<file path="config.mk">
export PLATFORM = sky130hd
export DESIGN_NAME = cwcs_top
export DESIGN_NICKNAME = d
export VERILOG_FILES = /design/src/cwcs_pkg.sv /design/src/cwcs_pin_sync.sv /design/src/cwcs_top.sv
export SDC_FILE = /design/constraint.sdc
export NUM_CORES = 1
export LEC_CHECK = 0
export BUFFER_PORTS_ARGS = -buffer_cell sky130_fd_sc_hd__clkbuf_2
export CORE_UTILIZATION = 50
export DETAILED_ROUTE_END_ITERATION = 10
export GPL_ROUTABILITY_DRIVEN = 0
export HOLD_SLACK_MARGIN = 0.08
export PLACE_DENSITY = 0.79
export SLEW_MARGIN = 40
export SYNTH_ARGS = -nofsm -noshare
export SYNTH_HDL_FRONTEND = slang
export SYNTH_SLANG_ARGS = --single-unit
</file>
<file path="constraint.sdc">
create_clock -name mclk -period 2.6 [get_ports mclk]
set_clock_uncertainty 0.1 [all_clocks]
set_input_delay 0.26 -clock mclk [delete_from_list [all_inputs] [get_ports mclk]]
set_output_delay 0.26 -clock mclk [all_outputs]
set_load 0.01 [all_outputs]
</file>
<file path="src/cwcs_pkg.sv">
// Summary of operation
// - 14-bit word, zero means programmed, 11:9 zero
// - Bits 13:12 bandgap trim, hidden on export
// - Bit 8 low protects data; off erases
// - Bit 7 low protects program; off erases
// - Bit 6 high enables brown-out, not delay
// - Bit 5 high selects external reset pin
// - Reset pin in internal/RC stops oscillator
// - Bit 4 low enables power-up delay
// - Bit 3 high enables watchdog
// - 111/110 RC, with/without quarter clock
// - 101/100 internal, with/without quarter clock
// - 011 external clock, output pin I/O
// - 010/001/000 high/standard/low-power crystal
// - Quarter clock is oscillator divided by four
// - Internal oscillator 4 MHz, starts in 8
// - Configuration space only in programming mode
// - Crystal modes wait 1024 input cycles
package cwcs_pkg;
  // ----------------------------------------
  // Word layout
  // ----------------------------------------
  localparam int CWCS_WORD_W = 14;
  localparam logic [15:0] CWCS_CFG_ADDR = 16'h2007;
  localparam logic [15:0] CWCS_CFG_SPACE_LO = 16'h2000;
  localparam logic [15:0] CWCS_CFG_SPACE_HI = 16'h3FFF;
  localparam logic [15:0] CWCS_TRIM_ADDR = 16'h03FF;
  localparam int CWCS_BG_HI = 13;
  localparam int CWCS_BG_LO = 12;
  localparam int CWCS_DCP_BIT = 8;
  localparam int CWCS_PCP_BIT = 7;
  localparam int CWCS_BOD_BIT = 6;
  localparam int CWCS_RST_BIT = 5;
  localparam int CWCS_PUD_BIT = 4;
  localparam int CWCS_WDT_BIT = 3;
  localparam int CWCS_CS_HI = 2;
  localparam logic [13:0] CWCS_IMPL_MASK = 14'h31FF;
  localparam logic [13:0] CWCS_EXPORT_MASK = 14'h01FF;
  localparam logic [13:0] CWCS_ERASED = 14'h3FFF;
  // ----------------------------------------
  // Timing
  // ----------------------------------------
  localparam int CWCS_OST_CYCLES = 1024;
  localparam int CWCS_INTERNAL_OSCILLATOR_START = 8;
  localparam logic [1:0] CWCS_DIV_LAST = 2'h3;

  typedef enum logic [2:0] {
    CWCS_LP = 3'h0, CWCS_XT = 3'h1, CWCS_HS = 3'h2, CWCS_EC = 3'h3,
    CWCS_INT_IO = 3'h4, CWCS_INT_CLK = 3'h5, CWCS_RC_IO = 3'h6, CWCS_RC_CLK = 3'h7
  } cwcs_clksel_t;

  typedef struct packed {
    logic [1:0] bandgap_trim;
    logic data_read_protect;
    logic program_read_protect;
    logic brownout_detect_enable;
    logic reset_pin_select;
    logic powerup_delay_enable;
    logic watchdog_enable;
    cwcs_clksel_t clock_source_select;
  } cwcs_settings_t;

  typedef struct packed {
    logic [15:0] addr;
    logic [13:0] wdata;
    logic write;
    logic read;
  } cwcs_prog_req_t;
endpackage : cwcs_pkg

</file>
<file path="src/cwcs_pin_sync.sv">
`timescale 1ns/100ps
`default_nettype none
// Three-stage pin synchroniser; change accepted when stages two and three agree
module cwcs_pin_sync (
  input wire logic mclk,
  input wire logic sys_rst,
  input wire logic pin_in,
  output logic pin_out
);
  import cwcs_pkg::*;
  logic [2:0] sync_reg;
  logic [2:0] sync_next;
  logic out_reg;
  logic out_next;

  // Shift and qualify
  always_comb begin
    sync_next = {sync_reg[1:0], pin_in};
    out_next = (sync_reg[2] == sync_reg[1]) ? sync_reg[2] : out_reg;
  end

  always_ff @(posedge mclk or posedge sys_rst) begin
    if (sys_rst) begin
      sync_reg <= 3'h0;
      out_reg <= 1'b0;
    end else begin
      sync_reg <= sync_next;
      out_reg <= out_next;
    end
  end
  assign pin_out = out_reg;
endmodule : cwcs_pin_sync
`default_nettype wire

</file>
<file path="src/cwcs_top.sv">
`timescale 1ns/100ps
`default_nettype none
module cwcs_top (
  input wire logic mclk,
  input wire logic sys_rst,
  input wire logic prog_mode,
  input wire cwcs_pkg::cwcs_prog_req_t prog_req,
  output logic [13:0] prog_rdata,
  output logic prog_ack,
  input wire logic [13:0] nvm_word,
  input wire logic clock_pin_in,
  input wire logic ext_reset_in,
  input wire logic osc_clk_in,
  input wire logic int_osc_clk,
  input wire logic rc_osc_clk,
  input wire logic wake_event,
  output cwcs_pkg::cwcs_settings_t settings,
  output logic data_erase_req,
  output logic program_erase_req,
  output logic int_osc_enable,
  output logic crystal_drive_enable,
  output logic clock_in_is_io,
  output logic clock_out_is_io,
  output logic clock_pin_out,
  output logic clock_pin_out_oe_n,
  output logic external_reset_pin,
  output logic sys_clk_sel,
  output logic startup_hold,
  output logic osc_ready
);
  import cwcs_pkg::*;

  // ----------------------------------------
  // Pin synchronisers
  // ----------------------------------------
  logic osc_in_s;
  logic int_s;
  logic rc_s;
  logic xin_s;
  logic rst_pin_s;
  cwcs_pin_sync u_sync_osc (.mclk(mclk), .sys_rst(sys_rst), .pin_in(osc_clk_in),
    .pin_out(osc_in_s));
  cwcs_pin_sync u_sync_int (.mclk(mclk), .sys_rst(sys_rst), .pin_in(int_osc_clk),
    .pin_out(int_s));
  cwcs_pin_sync u_sync_rc (.mclk(mclk), .sys_rst(sys_rst), .pin_in(rc_osc_clk),
    .pin_out(rc_s));
  cwcs_pin_sync u_sync_xin (.mclk(mclk), .sys_rst(sys_rst), .pin_in(clock_pin_in),
    .pin_out(xin_s));
  cwcs_pin_sync u_sync_rst (.mclk(mclk), .sys_rst(sys_rst), .pin_in(ext_reset_in),
    .pin_out(rst_pin_s));

  // ----------------------------------------
  // Helpers
  // ----------------------------------------
  function automatic logic is_crystal(input cwcs_clksel_t cs);
    is_crystal = (cs == CWCS_LP) || (cs == CWCS_XT) || (cs == CWCS_HS);
  endfunction : is_crystal

  function automatic logic in_cfg_space(input logic [15:0] a);
    in_cfg_space = (a >= CWCS_CFG_SPACE_LO) && (a <= CWCS_CFG_SPACE_HI);
  endfunction : in_cfg_space

  // ----------------------------------------
  // Stored word and latched settings
  // ----------------------------------------
  logic [13:0] word_reg;
  logic [13:0] word_next;
  logic loaded_reg;
  logic loaded_next;
  cwcs_settings_t set_reg;
  cwcs_settings_t set_next;
  logic derase_reg;
  logic derase_next;
  logic perase_reg;
  logic perase_next;
  logic [13:0] rdata_reg;
  logic [13:0] rdata_next;
  logic ack_reg;
  logic ack_next;
  logic cfg_hit;

  assign cfg_hit = prog_mode && (prog_req.addr == CWCS_CFG_ADDR);

  // Programming access and capture of the word after reset release
  always_comb begin
    word_next = word_reg;
    loaded_next = 1'b1;
    set_next = set_reg;
    derase_next = 1'b0;
    perase_next = 1'b0;
    rdata_next = rdata_reg;
    ack_next = 1'b0;
    // Unimplemented bits forced to zero
    if (!loaded_reg) begin
      word_next = nvm_word & CWCS_IMPL_MASK;
    end else if (prog_mode && prog_req.write && in_cfg_space(prog_req.addr)) begin
      ack_next = 1'b1;
      if (cfg_hit) begin
        // Trim bits are factory held, never overwritten by tools
        word_next = (prog_req.wdata & CWCS_EXPORT_MASK) | (word_reg & ~CWCS_EXPORT_MASK);
        // Protection going off wipes the protected memory
        derase_next = !word_reg[CWCS_DCP_BIT] && prog_req.wdata[CWCS_DCP_BIT];
        perase_next = !word_reg[CWCS_PCP_BIT] && prog_req.wdata[CWCS_PCP_BIT];
      end
    end else if (prog_mode && prog_req.read && in_cfg_space(prog_req.addr)) begin
      ack_next = 1'b1;
      // Export hides trim bits
      rdata_next = cfg_hit ? (word_reg & CWCS_EXPORT_MASK) : 14'h0000;
    end
    // Decoded settings only follow the word right at load
    if (!loaded_reg) begin
      set_next.bandgap_trim = word_next[CWCS_BG_HI:CWCS_BG_LO];
      set_next.data_read_protect = !word_next[CWCS_DCP_BIT];
      set_next.program_read_protect = !word_next[CWCS_PCP_BIT];
      set_next.brownout_detect_enable = word_next[CWCS_BOD_BIT];
      set_next.reset_pin_select = word_next[CWCS_RST_BIT];
      set_next.powerup_delay_enable = !word_next[CWCS_PUD_BIT];
      set_next.watchdog_enable = word_next[CWCS_WDT_BIT];
      set_next.clock_source_select = cwcs_clksel_t'(word_next[CWCS_CS_HI:0]);
    end
  end

  always_ff @(posedge mclk or posedge sys_rst) begin
    if (sys_rst) begin
      word_reg <= CWCS_ERASED & CWCS_IMPL_MASK;
      loaded_reg <= 1'b0;
      set_reg <= '0;
      derase_reg <= 1'b0;
      perase_reg <= 1'b0;
      rdata_reg <= 14'h0000;
      ack_reg <= 1'b0;
    end else begin
      word_reg <= word_next;
      loaded_reg <= loaded_next;
      set_reg <= set_next;
      derase_reg <= derase_next;
      perase_reg <= perase_next;
      rdata_reg <= rdata_next;
      ack_reg <= ack_next;
    end
  end

  // ----------------------------------------
  // Clock source selection and pins
  // ----------------------------------------
  cwcs_clksel_t cs;
  logic quarter_on;
  logic int_mode;
  logic rc_mode;
  logic src_clk;
  assign cs = set_reg.clock_source_select;
  assign int_mode = (cs == CWCS_INT_IO) || (cs == CWCS_INT_CLK);
  assign rc_mode = (cs == CWCS_RC_IO) || (cs == CWCS_RC_CLK);
  assign quarter_on = (cs == CWCS_RC_CLK) || (cs == CWCS_INT_CLK);

  // Source mux; crystal modes take whatever toggles the input pin
  always_comb begin
    case (cs)
      CWCS_RC_CLK, CWCS_RC_IO: src_clk = rc_s;
      CWCS_INT_CLK, CWCS_INT_IO: src_clk = int_s;
      CWCS_EC: src_clk = xin_s;
      default: src_clk = osc_in_s;
    endcase
  end

  // Pin roles and oscillator enables
  always_comb begin
    // Internal/RC oscillator stops when reset pin is selected
    int_osc_enable = (int_mode || rc_mode) && !set_reg.reset_pin_select && loaded_reg;
    crystal_drive_enable = is_crystal(cs) && loaded_reg;
    clock_in_is_io = int_mode;
    clock_out_is_io = (cs == CWCS_RC_IO) || (cs == CWCS_INT_IO) || (cs == CWCS_EC);
    // Internal reset held inactive high when pin is plain I/O
    external_reset_pin = set_reg.reset_pin_select ? rst_pin_s : 1'b1;
  end

  // ----------------------------------------
  // Quarter-rate divider and start-up timing
  // ----------------------------------------
  logic src_d_reg;
  logic src_d_next;
  logic src_rise;
  logic [1:0] div_reg;
  logic [1:0] div_next;
  logic qclk_reg;
  logic qclk_next;
  logic [10:0] ost_reg;
  logic [10:0] ost_next;
  logic hold_reg;
  logic hold_next;
  logic crystal_wait;
  logic [10:0] ost_target;
  assign src_rise = src_clk && !src_d_reg;
  assign crystal_wait = is_crystal(cs);
  assign ost_target = crystal_wait ? 11'(CWCS_OST_CYCLES) : 11'(CWCS_INTERNAL_OSCILLATOR_START);

  // Divide source by four; count start-up cycles on power-up or wake
  always_comb begin
    src_d_next = src_clk;
    div_next = div_reg;
    qclk_next = qclk_reg;
    ost_next = ost_reg;
    hold_next = hold_reg;
    if (src_rise) begin
      div_next = div_reg + 2'h1;
      if (div_reg[0]) begin
        qclk_next = !qclk_reg;
      end
    end
    if (wake_event) begin
      ost_next = 11'h000;
      hold_next = 1'b1;
    end else if (hold_reg && loaded_reg && src_rise) begin
      // 1024 input cycles for crystals; 8 for the internal source
      if (ost_reg == ost_target - 11'h001) begin
        hold_next = 1'b0;
      end else begin
        ost_next = ost_reg + 11'h001;
      end
    end
    // Modes without a start-up wait release at once
    if (loaded_reg && !crystal_wait && !int_mode) begin
      hold_next = 1'b0;
    end
  end

  always_ff @(posedge mclk or posedge sys_rst) begin
    if (sys_rst) begin
      src_d_reg <= 1'b0;
      div_reg <= 2'h0;
      qclk_reg <= 1'b0;
      ost_reg <= 11'h000;
      hold_reg <= 1'b1;
    end else begin
      src_d_reg <= src_d_next;
      div_reg <= div_next;
      qclk_reg <= qclk_next;
      ost_reg <= ost_next;
      hold_reg <= hold_next;
    end
  end

  // ----------------------------------------
  // Outputs
  // ----------------------------------------
  assign settings = set_reg;
  assign data_erase_req = derase_reg;
  assign program_erase_req = perase_reg;
  assign prog_rdata = rdata_reg;
  assign prog_ack = ack_reg;
  assign clock_pin_out = quarter_on ? qclk_reg : 1'b0;
  assign clock_pin_out_oe_n = !quarter_on; // Low while driving
  assign sys_clk_sel = src_clk;
  assign startup_hold = hold_reg;
  assign osc_ready = !hold_reg && loaded_reg;
endmodule : cwcs_top
`default_nettype wire

</file>
==> reports/metrics.cfg, run 1 <==
[worst_setup_path]
startpoint_kind_of_the_worst_setup_timing_path = flop
cp_slowest_stage_delay_ps = 470
critPathKind = flop to flop
worstReg2RegStart = cs[0]
crit_slowest_cell = dfrtp_1
timing.critical_path.fanout_max = 14
rr_worst_depth = 5
critical_path.cell_chain = a21boi_0, a311o_1, nand3_1, nor4_1, mux2_2
timing.critical_path.arrival_ps = 2330
regToRegSetupSlack_ps = 380
worst-endpoint-required_ps = 2710
end_kind = flop
reg2reg_to = ost_reg[5]

[route]
detail_route.wirelength_mm = 6.07
routed_wire_length_per_instance_um = 13.7
remaining_drc_errors = 0
route.vias.total = 2333
detail-route-antenna-nets = 0
drt_iter0_drc = 127
first_pass_iters = 4
avgViaCountPerCell = 5.28

[die]
floorplan.die_area_sq_um = 6190
die_width_um = 78.7
io-pin-count = 93
design.core.area_sq_um = 5570
std_cell_rows = 27
die_height_um = 78.7
starting_density_pct = 52.7

[sta]
slew-limit-headroom_pct = 64.0
slew_limit_fails = 0
grt_setup_unrepaired = false
report.final.setup_viol = 0
finalSetupTns_ps = 0
period_share_pct = 85.4
fmax_ghz = 0.450
tightest_slew_ps = 540
layout_min_cycle_time_ps = 2220
hold_violations = 0

[synth]
synth_area_sq_um = 2940
synth.most_common_cell = dfrtp_1
yosys.cell_types.count = 45
yosys.area.top_type = dfrtp_1
yosys_register_bits = 68
ys_top_cells_by_count = dfrtp_1, nand2_1, nor2_1, a21oi_1, nand3_1
synth_area_per_cell_sq_um = 11.0
synth_enable_flop_cells = 0
yosys_most_used_dff = dfrtp_1
synth.area.top_cells = dfrtp_1, dfstp_2, mux2i_1
syn-instance-count = 268
synth-seq-area-share_pct = 58.3
asyncSetResetFlopFracSynth_pct = 100
synthDominantCellAreaShare_pct = 49.4
synth_warnings = 0

[flow_run]
max-cap-violations = 0

[clock_network]
cts.clk_slew.worst_paths_ps = 70
cts_buffer_depth = 2
clk-insertion-delay-late_ps = 330
clkSinkCount = 68
h-tree-depth = 3
clock-root-buffer = clkbuf_8
cts_tree = done
post_cts_buffers = 0
cts-buffers-inserted = 9

[final_layout]
fillCellCount = 432
fin_area_sq_um = 3720
insertedDiodeCount = 0
syn2layout_area_growth_pct = 26.7
post-route-util_pct = 66.8
largest_reg_flops = 11
multi_input_area_sq_um = 1110
sequential_cell_area_sq_um = 1710
layout.nets = 421
drive_gt1_share_pct = 32.7

[worst_hold_path]
hold_path_depth = 3
min-delay-start = prog_req[6]
whs_endpoint = word_reg[4]
timing.hold.worst.class = input pin to flop

[global_route]
grtUsageTotal_pct = 21.1
antenna_found_initial = 0
first_global_vias = 2148
grt_first_pass_wirelength_mm = 9.78
grt_remaining_overflow = 0
pin_count_of_the_biggest_net_entering_global_routing = 41

[placement]
dpl_cell_area_sq_um = 3360
place_hpwl_mm = 4.18
placement.io_buffers = 79

[power]
max-vdd-ir-drop_mv = 0.487
pwr_density_cell_nw_per_um2 = 614
report.power.total_w = 0.00229
static-leakage-power_nw = 1.85

[outcome]
result_of_the_run = completed

==> per-layer routing <==
| layer | share of wire [%] | global-route usage, % |
|---|---|---|
| met5 | 0 | 0 |
| met4 | 2.0 | 7.78 |
| met3 | 4.3 | 6.63 |
| met2 | 50 | 33.5 |
| met1 | 44 | 27.0 |
==> cells by family (layout without fill, tap and decap cells) <==
group | after synthesis | count (layout) | synth area share (%)
other | 2 | 6 | 0.255
multiplexers | 20 | 20 | 7.15
XOR/XNOR | 2 | 2 | 0.596
buffers and inverters | 26 | 124 | 4.60
AO/OA/AOI/OAI | 35 | 35 | 7.23
adder cells (fa/ha/maj) | 6 | 6 | 2.13
flip-flops | 68 | 68 | 58.3
AND/OR/NAND/NOR | 109 | 109 | 19.7
==> critical path: cells and delay by family, from the launching register on <==
kind            cells  cell delay (ps)
simple gates        2              750
flops               1              470
compound gates      2              410
mux                 1              380
==> through the flow <==
stage | instances | setup WS [ps] | hold WS (ps)
6_report | 442 | 379 | 98.0
5_1_grt | 442 | 246 | 102
4_1_cts | 442 | 376 | 88.3
3_3_place_gp | 409 | 461 | 110
2_1_floorplan | 272 | 545 | 191
3_5_place_dp | 409 | 407 | 119
==> timing repair <==
item,CTS,global route
hold endpoints to repair,34,0
gates resized for setup,0,0
hold buffers,17,0
==> worst max path at each step <==
stage             from         end  cells after the start
2_1_floorplan  sys_rst       cs[0]                      1
3_3_place_gp     cs[0]  ost_reg[5]                      5
3_5_place_dp     cs[1]  ost_reg[5]                      5
4_1_cts          cs[1]  ost_reg[5]                      5
5_1_grt          cs[1]  ost_reg[5]                      5
6_report         cs[0]  ost_reg[5]                      5
==> area by class of cell <==
cell class                      instances  share of cell area [%]
Clock buffer                           10                    3.43
Clock inverter                          6                    1.75
Inverter                                9                   0.907
Multi-Input combinational cell        178                    29.7
Sequential cell                        68                    46.0
Tap cell                               72                    2.42
Timing Repair Buffer                   99                    15.8
==> placed cells by master, fill, tap and decap left out, types with 4 or more instances in the layout <==
master | Yosys | routed
a21oi_1 | 18 | 18
clkbuf_2 | 0 | 79
clkbuf_8 | 0 | 9
conb_1 | 2 | 6
dfrtp_1 | 58 | 58
dfstp_2 | 10 | 10
dlygate4sd3_1 | 0 | 17
inv_1 | 9 | 8
maj3_1 | 5 | 5
mux2_2 | 8 | 8
mux2i_1 | 12 | 12
nand2_1 | 32 | 32
nand3_1 | 13 | 13
nand4_1 | 4 | 4
nor2_1 | 21 | 21
nor2b_1 | 6 | 6
o21ai_0 | 5 | 5
o31ai_1 | 5 | 5
or3_1 | 4 | 4
or4_1 | 7 | 7
==> where the power goes <==
part	internal (W)	switching (W)	total, W
Sequential	0.00114	0.0000540	0.00120
Combinational	0.000127	0.000138	0.000265
Clock	0.000443	0.000382	0.000825
Total	0.00171	0.000574	0.00229
No activity file was read; power rests on OpenSTA's default activity.
==> inputs of run 2 (changes only) <==
--- a/config.mk
+++ b/config.mk
@@ -6,11 +6,13 @@
 export NUM_CORES = 1
 export LEC_CHECK = 0
 export BUFFER_PORTS_ARGS = -buffer_cell sky130_fd_sc_hd__clkbuf_2
-export CORE_UTILIZATION = 50
+export CAP_MARGIN = 20
+export CORE_UTILIZATION = 52
+export CTS_BUF_LIST = sky130_fd_sc_hd__clkbuf_8
 export DETAILED_ROUTE_END_ITERATION = 10
 export GPL_ROUTABILITY_DRIVEN = 0
 export HOLD_SLACK_MARGIN = 0.08
-export PLACE_DENSITY = 0.79
+export PLACE_DENSITY = 0.81
 export SLEW_MARGIN = 40
 export SYNTH_ARGS = -nofsm -noshare
 export SYNTH_HDL_FRONTEND = slang
==> run 2 against run 1 <==
- sequential power about the same
- setup slack worse by 120 ps
- sequential share of layout area down 0.12 points
- fmax down 5.2%
- hold slack better by 3.4 ps
- via count down 0.13%
- die area down 3.8%
- largest power group unchanged
==> reports/metrics.cfg, run 2 (synthesis results as in run 1) <==
[route]
detail_route.wirelength_mm = 6.17
routed_wire_length_per_instance_um = 13.9
drt_iter0_drc = 212
first_pass_iters = 4
remaining_drc_errors = 0
avgViaCountPerCell = 5.26
route.vias.total = 2330
detail-route-antenna-nets = 0

[sta]
slew-limit-headroom_pct = 61.8
period_share_pct = 90.1
grt_setup_unrepaired = false
slew_limit_fails = 0
fmax_ghz = 0.427
layout_min_cycle_time_ps = 2340
report.final.setup_viol = 0
finalSetupTns_ps = 0
hold_violations = 0
finalWorstSetupSlack_ps = 257
tightest_slew_ps = 572

[die]
floorplan.die_area_sq_um = 5960
io-pin-count = 93
die_height_um = 77.2
std_cell_rows = 27
die_width_um = 77.2
design.core.area_sq_um = 5470
starting_density_pct = 53.7

[worst_setup_path]
worst-endpoint-required_ps = 2780
worst_setup_path_startpoint = prog_req[23]
critPathKind = input pin to flop
startpoint_kind_of_the_worst_setup_timing_path = input pin
worstReg2RegStart = cs[0]
timing.critical_path.arrival_ps = 2520
timing.critical_path.fanout_max = 9
end_kind = flop

[global_route]
grtUsageTotal_pct = 23.0
first_global_vias = 2304
pin_count_of_the_biggest_net_entering_global_routing = 53
grt_first_pass_wirelength_mm = 10.6
grt_remaining_overflow = 0
antenna_found_initial = 0

[final_layout]
multi_input_area_sq_um = 1110
drive_gt1_share_pct = 32.6
fin_area_sq_um = 3730
post-route-util_pct = 68.2
layout.cells.most_common_list = clkbuf_2, dfrtp_1, nand2_1
layout.nets = 422
layout_commonest_cell = clkbuf_2
insertedDiodeCount = 0
syn2layout_area_growth_pct = 27.0
largest_reg_flops = 11
fillCellCount = 423
sequential_cell_area_sq_um = 1710

[worst_hold_path]
min-delay-start = prog_req[1]
timing.hold.worst.class = input pin to flop

[clock_network]
postCtsResizedCells = 0
cts.clk_slew.worst_paths_ps = 70
clock-root-buffer = clkbuf_8
cts_tree = done
cts_buffer_depth = 2
cts-buffers-inserted = 9
clkSinkCount = 68
h-tree-depth = 3
clk-insertion-delay-late_ps = 340
post_cts_buffers = 0
post_cts_hold_buffer_count = 19

[placement]
dp_worst_setup_slack_ps = 378
placement.io_buffers = 79
place_hpwl_mm = 4.12
dpl_cell_area_sq_um = 3370

[power]
pwr_density_cell_nw_per_um2 = 597
report.power.total_w = 0.00223
max-vdd-ir-drop_mv = 0.461
static-leakage-power_nw = 1.84

[outcome]
result_of_the_run = completed

[flow_run]
max-cap-violations = 0

[run 2: stage by stage]
stage / instances / hold WS [ps]
final: 443 / 101
after global routing: 443 / 103
after CTS: 443 / 88.5
after detailed placement: 408 / 146
after global placement: 408 / 140
after floorplan: 272 / 191
[run 2: layer usage]
metal  routed length, um  vias up  GRT usage, %
met4                 131        0          10.9
li1                    -     1120             -
met1                2760     1145          31.0
met5                   0        -             0
met3                 207       12          6.07
met2                3070       53          34.4
[run 2: final cells by class]
class,instances,area share (%)
clock buffer,10,3.69
clock inverter,6,1.07
inverter,9,0.905
multi-input combinational,178,29.6
sequential,68,45.9
tap,72,2.41
timing repair buffer,100,16.4
[run 2: path summary, 6_finish.rpt]
check	end	slack (ps)	depth (start not counted)
max	word_reg[6]	260	7
min	prog_ack	100	3
max reg2reg	ost_reg[5]	340	5
min reg2reg	u_sync_rst.sync_reg[1]	250	0
max in group asynchronous	startup_hold	1430	4
min in group asynchronous	settings[6]	330	3
[run 2: report_power, final]
| group | switching [W] | leakage, nW | internal, W |
|---|---|---|---|
| registers | 0.0000561 | 0.836 | 0.00114 |
| logic | 0.000140 | 0.925 | 0.000131 |
| clock network | 0.000395 | 0.0803 | 0.000367 |
[run 2: critical path: stages]
cell           delay (ps)
clkbuf_2               80
or4b_4                530
nor3_2                120
or3b_1                610
mux2i_1               200
a21oi_1               160
dlygate4sd3_1         560
==> inputs of run 3 (changes only) <==
--- a/config.mk
+++ b/config.mk
@@ -12,7 +12,7 @@
 export DETAILED_ROUTE_END_ITERATION = 10
 export GPL_ROUTABILITY_DRIVEN = 0
 export HOLD_SLACK_MARGIN = 0.08
-export PLACE_DENSITY = 0.81
+export PLACE_DENSITY = 0.77
 export SLEW_MARGIN = 40
 export SYNTH_ARGS = -nofsm -noshare
 export SYNTH_HDL_FRONTEND = slang
==> run 3 against run 2 <==
- sequential power about the same
- clock-buffer cell count fell by 1
- design area rose by 1.6%
- die area is the same
- non-clock buffer count down 1
- final cell count is 0.23% lower
- largest power group unchanged
==> reports/metrics.cfg, run 3 (synthesis results as in run 1) <==
[worst_hold_path]
min-delay-start = prog_req[5]
timing.hold.worst.class = input pin to flop

[final_layout]
post-route-util_pct = 69.3
layout.cells.most_common_list = clkbuf_2, dfrtp_1, nand2_1
layout_commonest_cell = clkbuf_2
fin_area_sq_um = 3790
largest_reg_flops = 11
layout.nets = 421
insertedDiodeCount = 0
syn2layout_area_growth_pct = 29.1
drive_gt1_share_pct = 32.7

[placement]
dpl_cell_area_sq_um = 3370
placement.io_buffers = 79
place_hpwl_mm = 4.06

[global_route]
antenna_found_initial = 0
grt_first_pass_wirelength_mm = 10.0
first_global_vias = 2290
pin_count_of_the_biggest_net_entering_global_routing = 69
grtUsageTotal_pct = 21.7
grt_remaining_overflow = 0

[power]
switchingPower_w = 0.000609
seq_power_share_pct = 47.4
intPower_w = 0.00191
comb_power_share_pct = 10.6
pwr_density_cell_nw_per_um2 = 665
static-leakage-power_nw = 1.88
max-vdd-ir-drop_mv = 0.467
power_switching_share_pct = 24.1
report.power.total_w = 0.00252
power.clock.fraction_pct = 42.1

[die]
std_cell_rows = 27
die_height_um = 77.2
io-pin-count = 93
floorplan.die_area_sq_um = 5960
starting_density_pct = 53.7
die_width_um = 77.2
design.core.area_sq_um = 5470

[clock_network]
clock-root-buffer = clkbuf_8
cts_tree = done
cts_buffer_depth = 2
h-tree-depth = 3
cts-buffers-inserted = 9
postCtsResizedCells = 0
cts.clk_slew.worst_paths_ps = 70
clk-insertion-delay-late_ps = 340
clkSinkCount = 68

[route]
route.vias.total = 2307
remaining_drc_errors = 0
first_pass_iters = 5
avgViaCountPerCell = 5.22
drt_iter0_drc = 169
detail-route-antenna-nets = 0
routed_wire_length_per_instance_um = 13.4
detail_route.wirelength_mm = 5.91

[worst_setup_path]
worstReg2RegStart = cs[0]
crit_slowest_cell = dfrtp_1
end_kind = flop
timing.critical_path.arrival_ps = 2330
cp_slowest_stage_delay_ps = 480
timing.critical_path.fanout_max = 14
worst_setup_path_startpoint = cs[0]
worst-endpoint-required_ps = 2730
critPathKind = flop to flop
startpoint_kind_of_the_worst_setup_timing_path = flop
critical_path.cell_chain = a21boi_0, a311o_1, nand3_1, nor4_1, mux2_2

[sta]
period_share_pct = 84.6
fmax_ghz = 0.455
layout_min_cycle_time_ps = 2200
finalSetupTns_ps = 0
tightest_slew_ps = 514
report.final.setup_viol = 0
grt_setup_unrepaired = false
slew-limit-headroom_pct = 65.7
timing.hold.ws_ps = 90.4
slew_limit_fails = 0
hold_violations = 0

[flow_run]
max-cap-violations = 0

[outcome]
result_of_the_run = completed

==> run 3: worst paths after layout <==
| check | to | slack, ps | cells past startpoint |
|---|---|---|---|
| max reg2reg | ost_reg[5] | 400 | 5 |
| min | word_reg[3] | 90 | 3 |
| max | ost_reg[5] | 400 | 5 |
| min reg2reg | u_sync_rc.sync_reg[1] | 250 | 0 |
| max in group asynchronous | startup_hold | 1650 | 4 |
| min in group asynchronous | settings[5] | 440 | 4 |
==> run 3: routing by layer <==
| metal | vias up | track usage [%] | routed length, um |
|---|---|---|---|
| li1 | 1128 | - | - |
| met2 | 49 | 36.4 | 2980 |
| met5 | - | 0 | 0 |
| met1 | 1121 | 26.4 | 2630 |
| met3 | 9 | 4.76 | 196 |
| met4 | 0 | 10.4 | 97 |
==> run 3: cell type report <==
class / instances / area, sq um
clock inverter: 7 / 124
timing repair buffer: 99 / 603
clock buffer: 9 / 124
fill: 422 / 1680
multi-input combinational: 178 / 1110
tap: 72 / 90.1
sequential: 68 / 1710
inverter: 9 / 33.8
==> run 3: power by group through the flow <==
stage	sequential, W	clock [W]	combinational [W]
3_5_place_dp	0.00121	0	0.000246
2_1_floorplan	0.00121	0	0.000146
3_3_place_gp	0.00121	0	0.000238
4_1_cts	0.00119	0.00108	0.000268
6_report	0.00119	0.00106	0.000266
5_1_grt	0.00120	0.00113	0.000294
==> run 3: repair_timing <==
item / CTS / global route
hold endpoints to repair: 82 / 0
hold buffers: 18 / 0
buffers inserted: 0 / 0
setup endpoints to repair: 0 / 0
==> run 3: metrics by stage <==
| step | cells | worst slack (ps) |
|---|---|---|
| final | 442 | 401 |
| after detailed placement | 408 | 391 |
| after CTS | 442 | 383 |
| after floorplan | 272 | 545 |
| after global routing | 442 | 235 |
| after global placement | 408 | 457 |
==> run 3: critical path, delay by kind of cell, from the launching register on <==
| family | cells | cell delay [ps] |
|---|---|---|
| AND/OR/NAND/NOR | 2 | 730 |
| multiplexers | 1 | 370 |
| AO/OA/AOI/OAI | 2 | 410 |
| flip-flops | 1 | 480 |
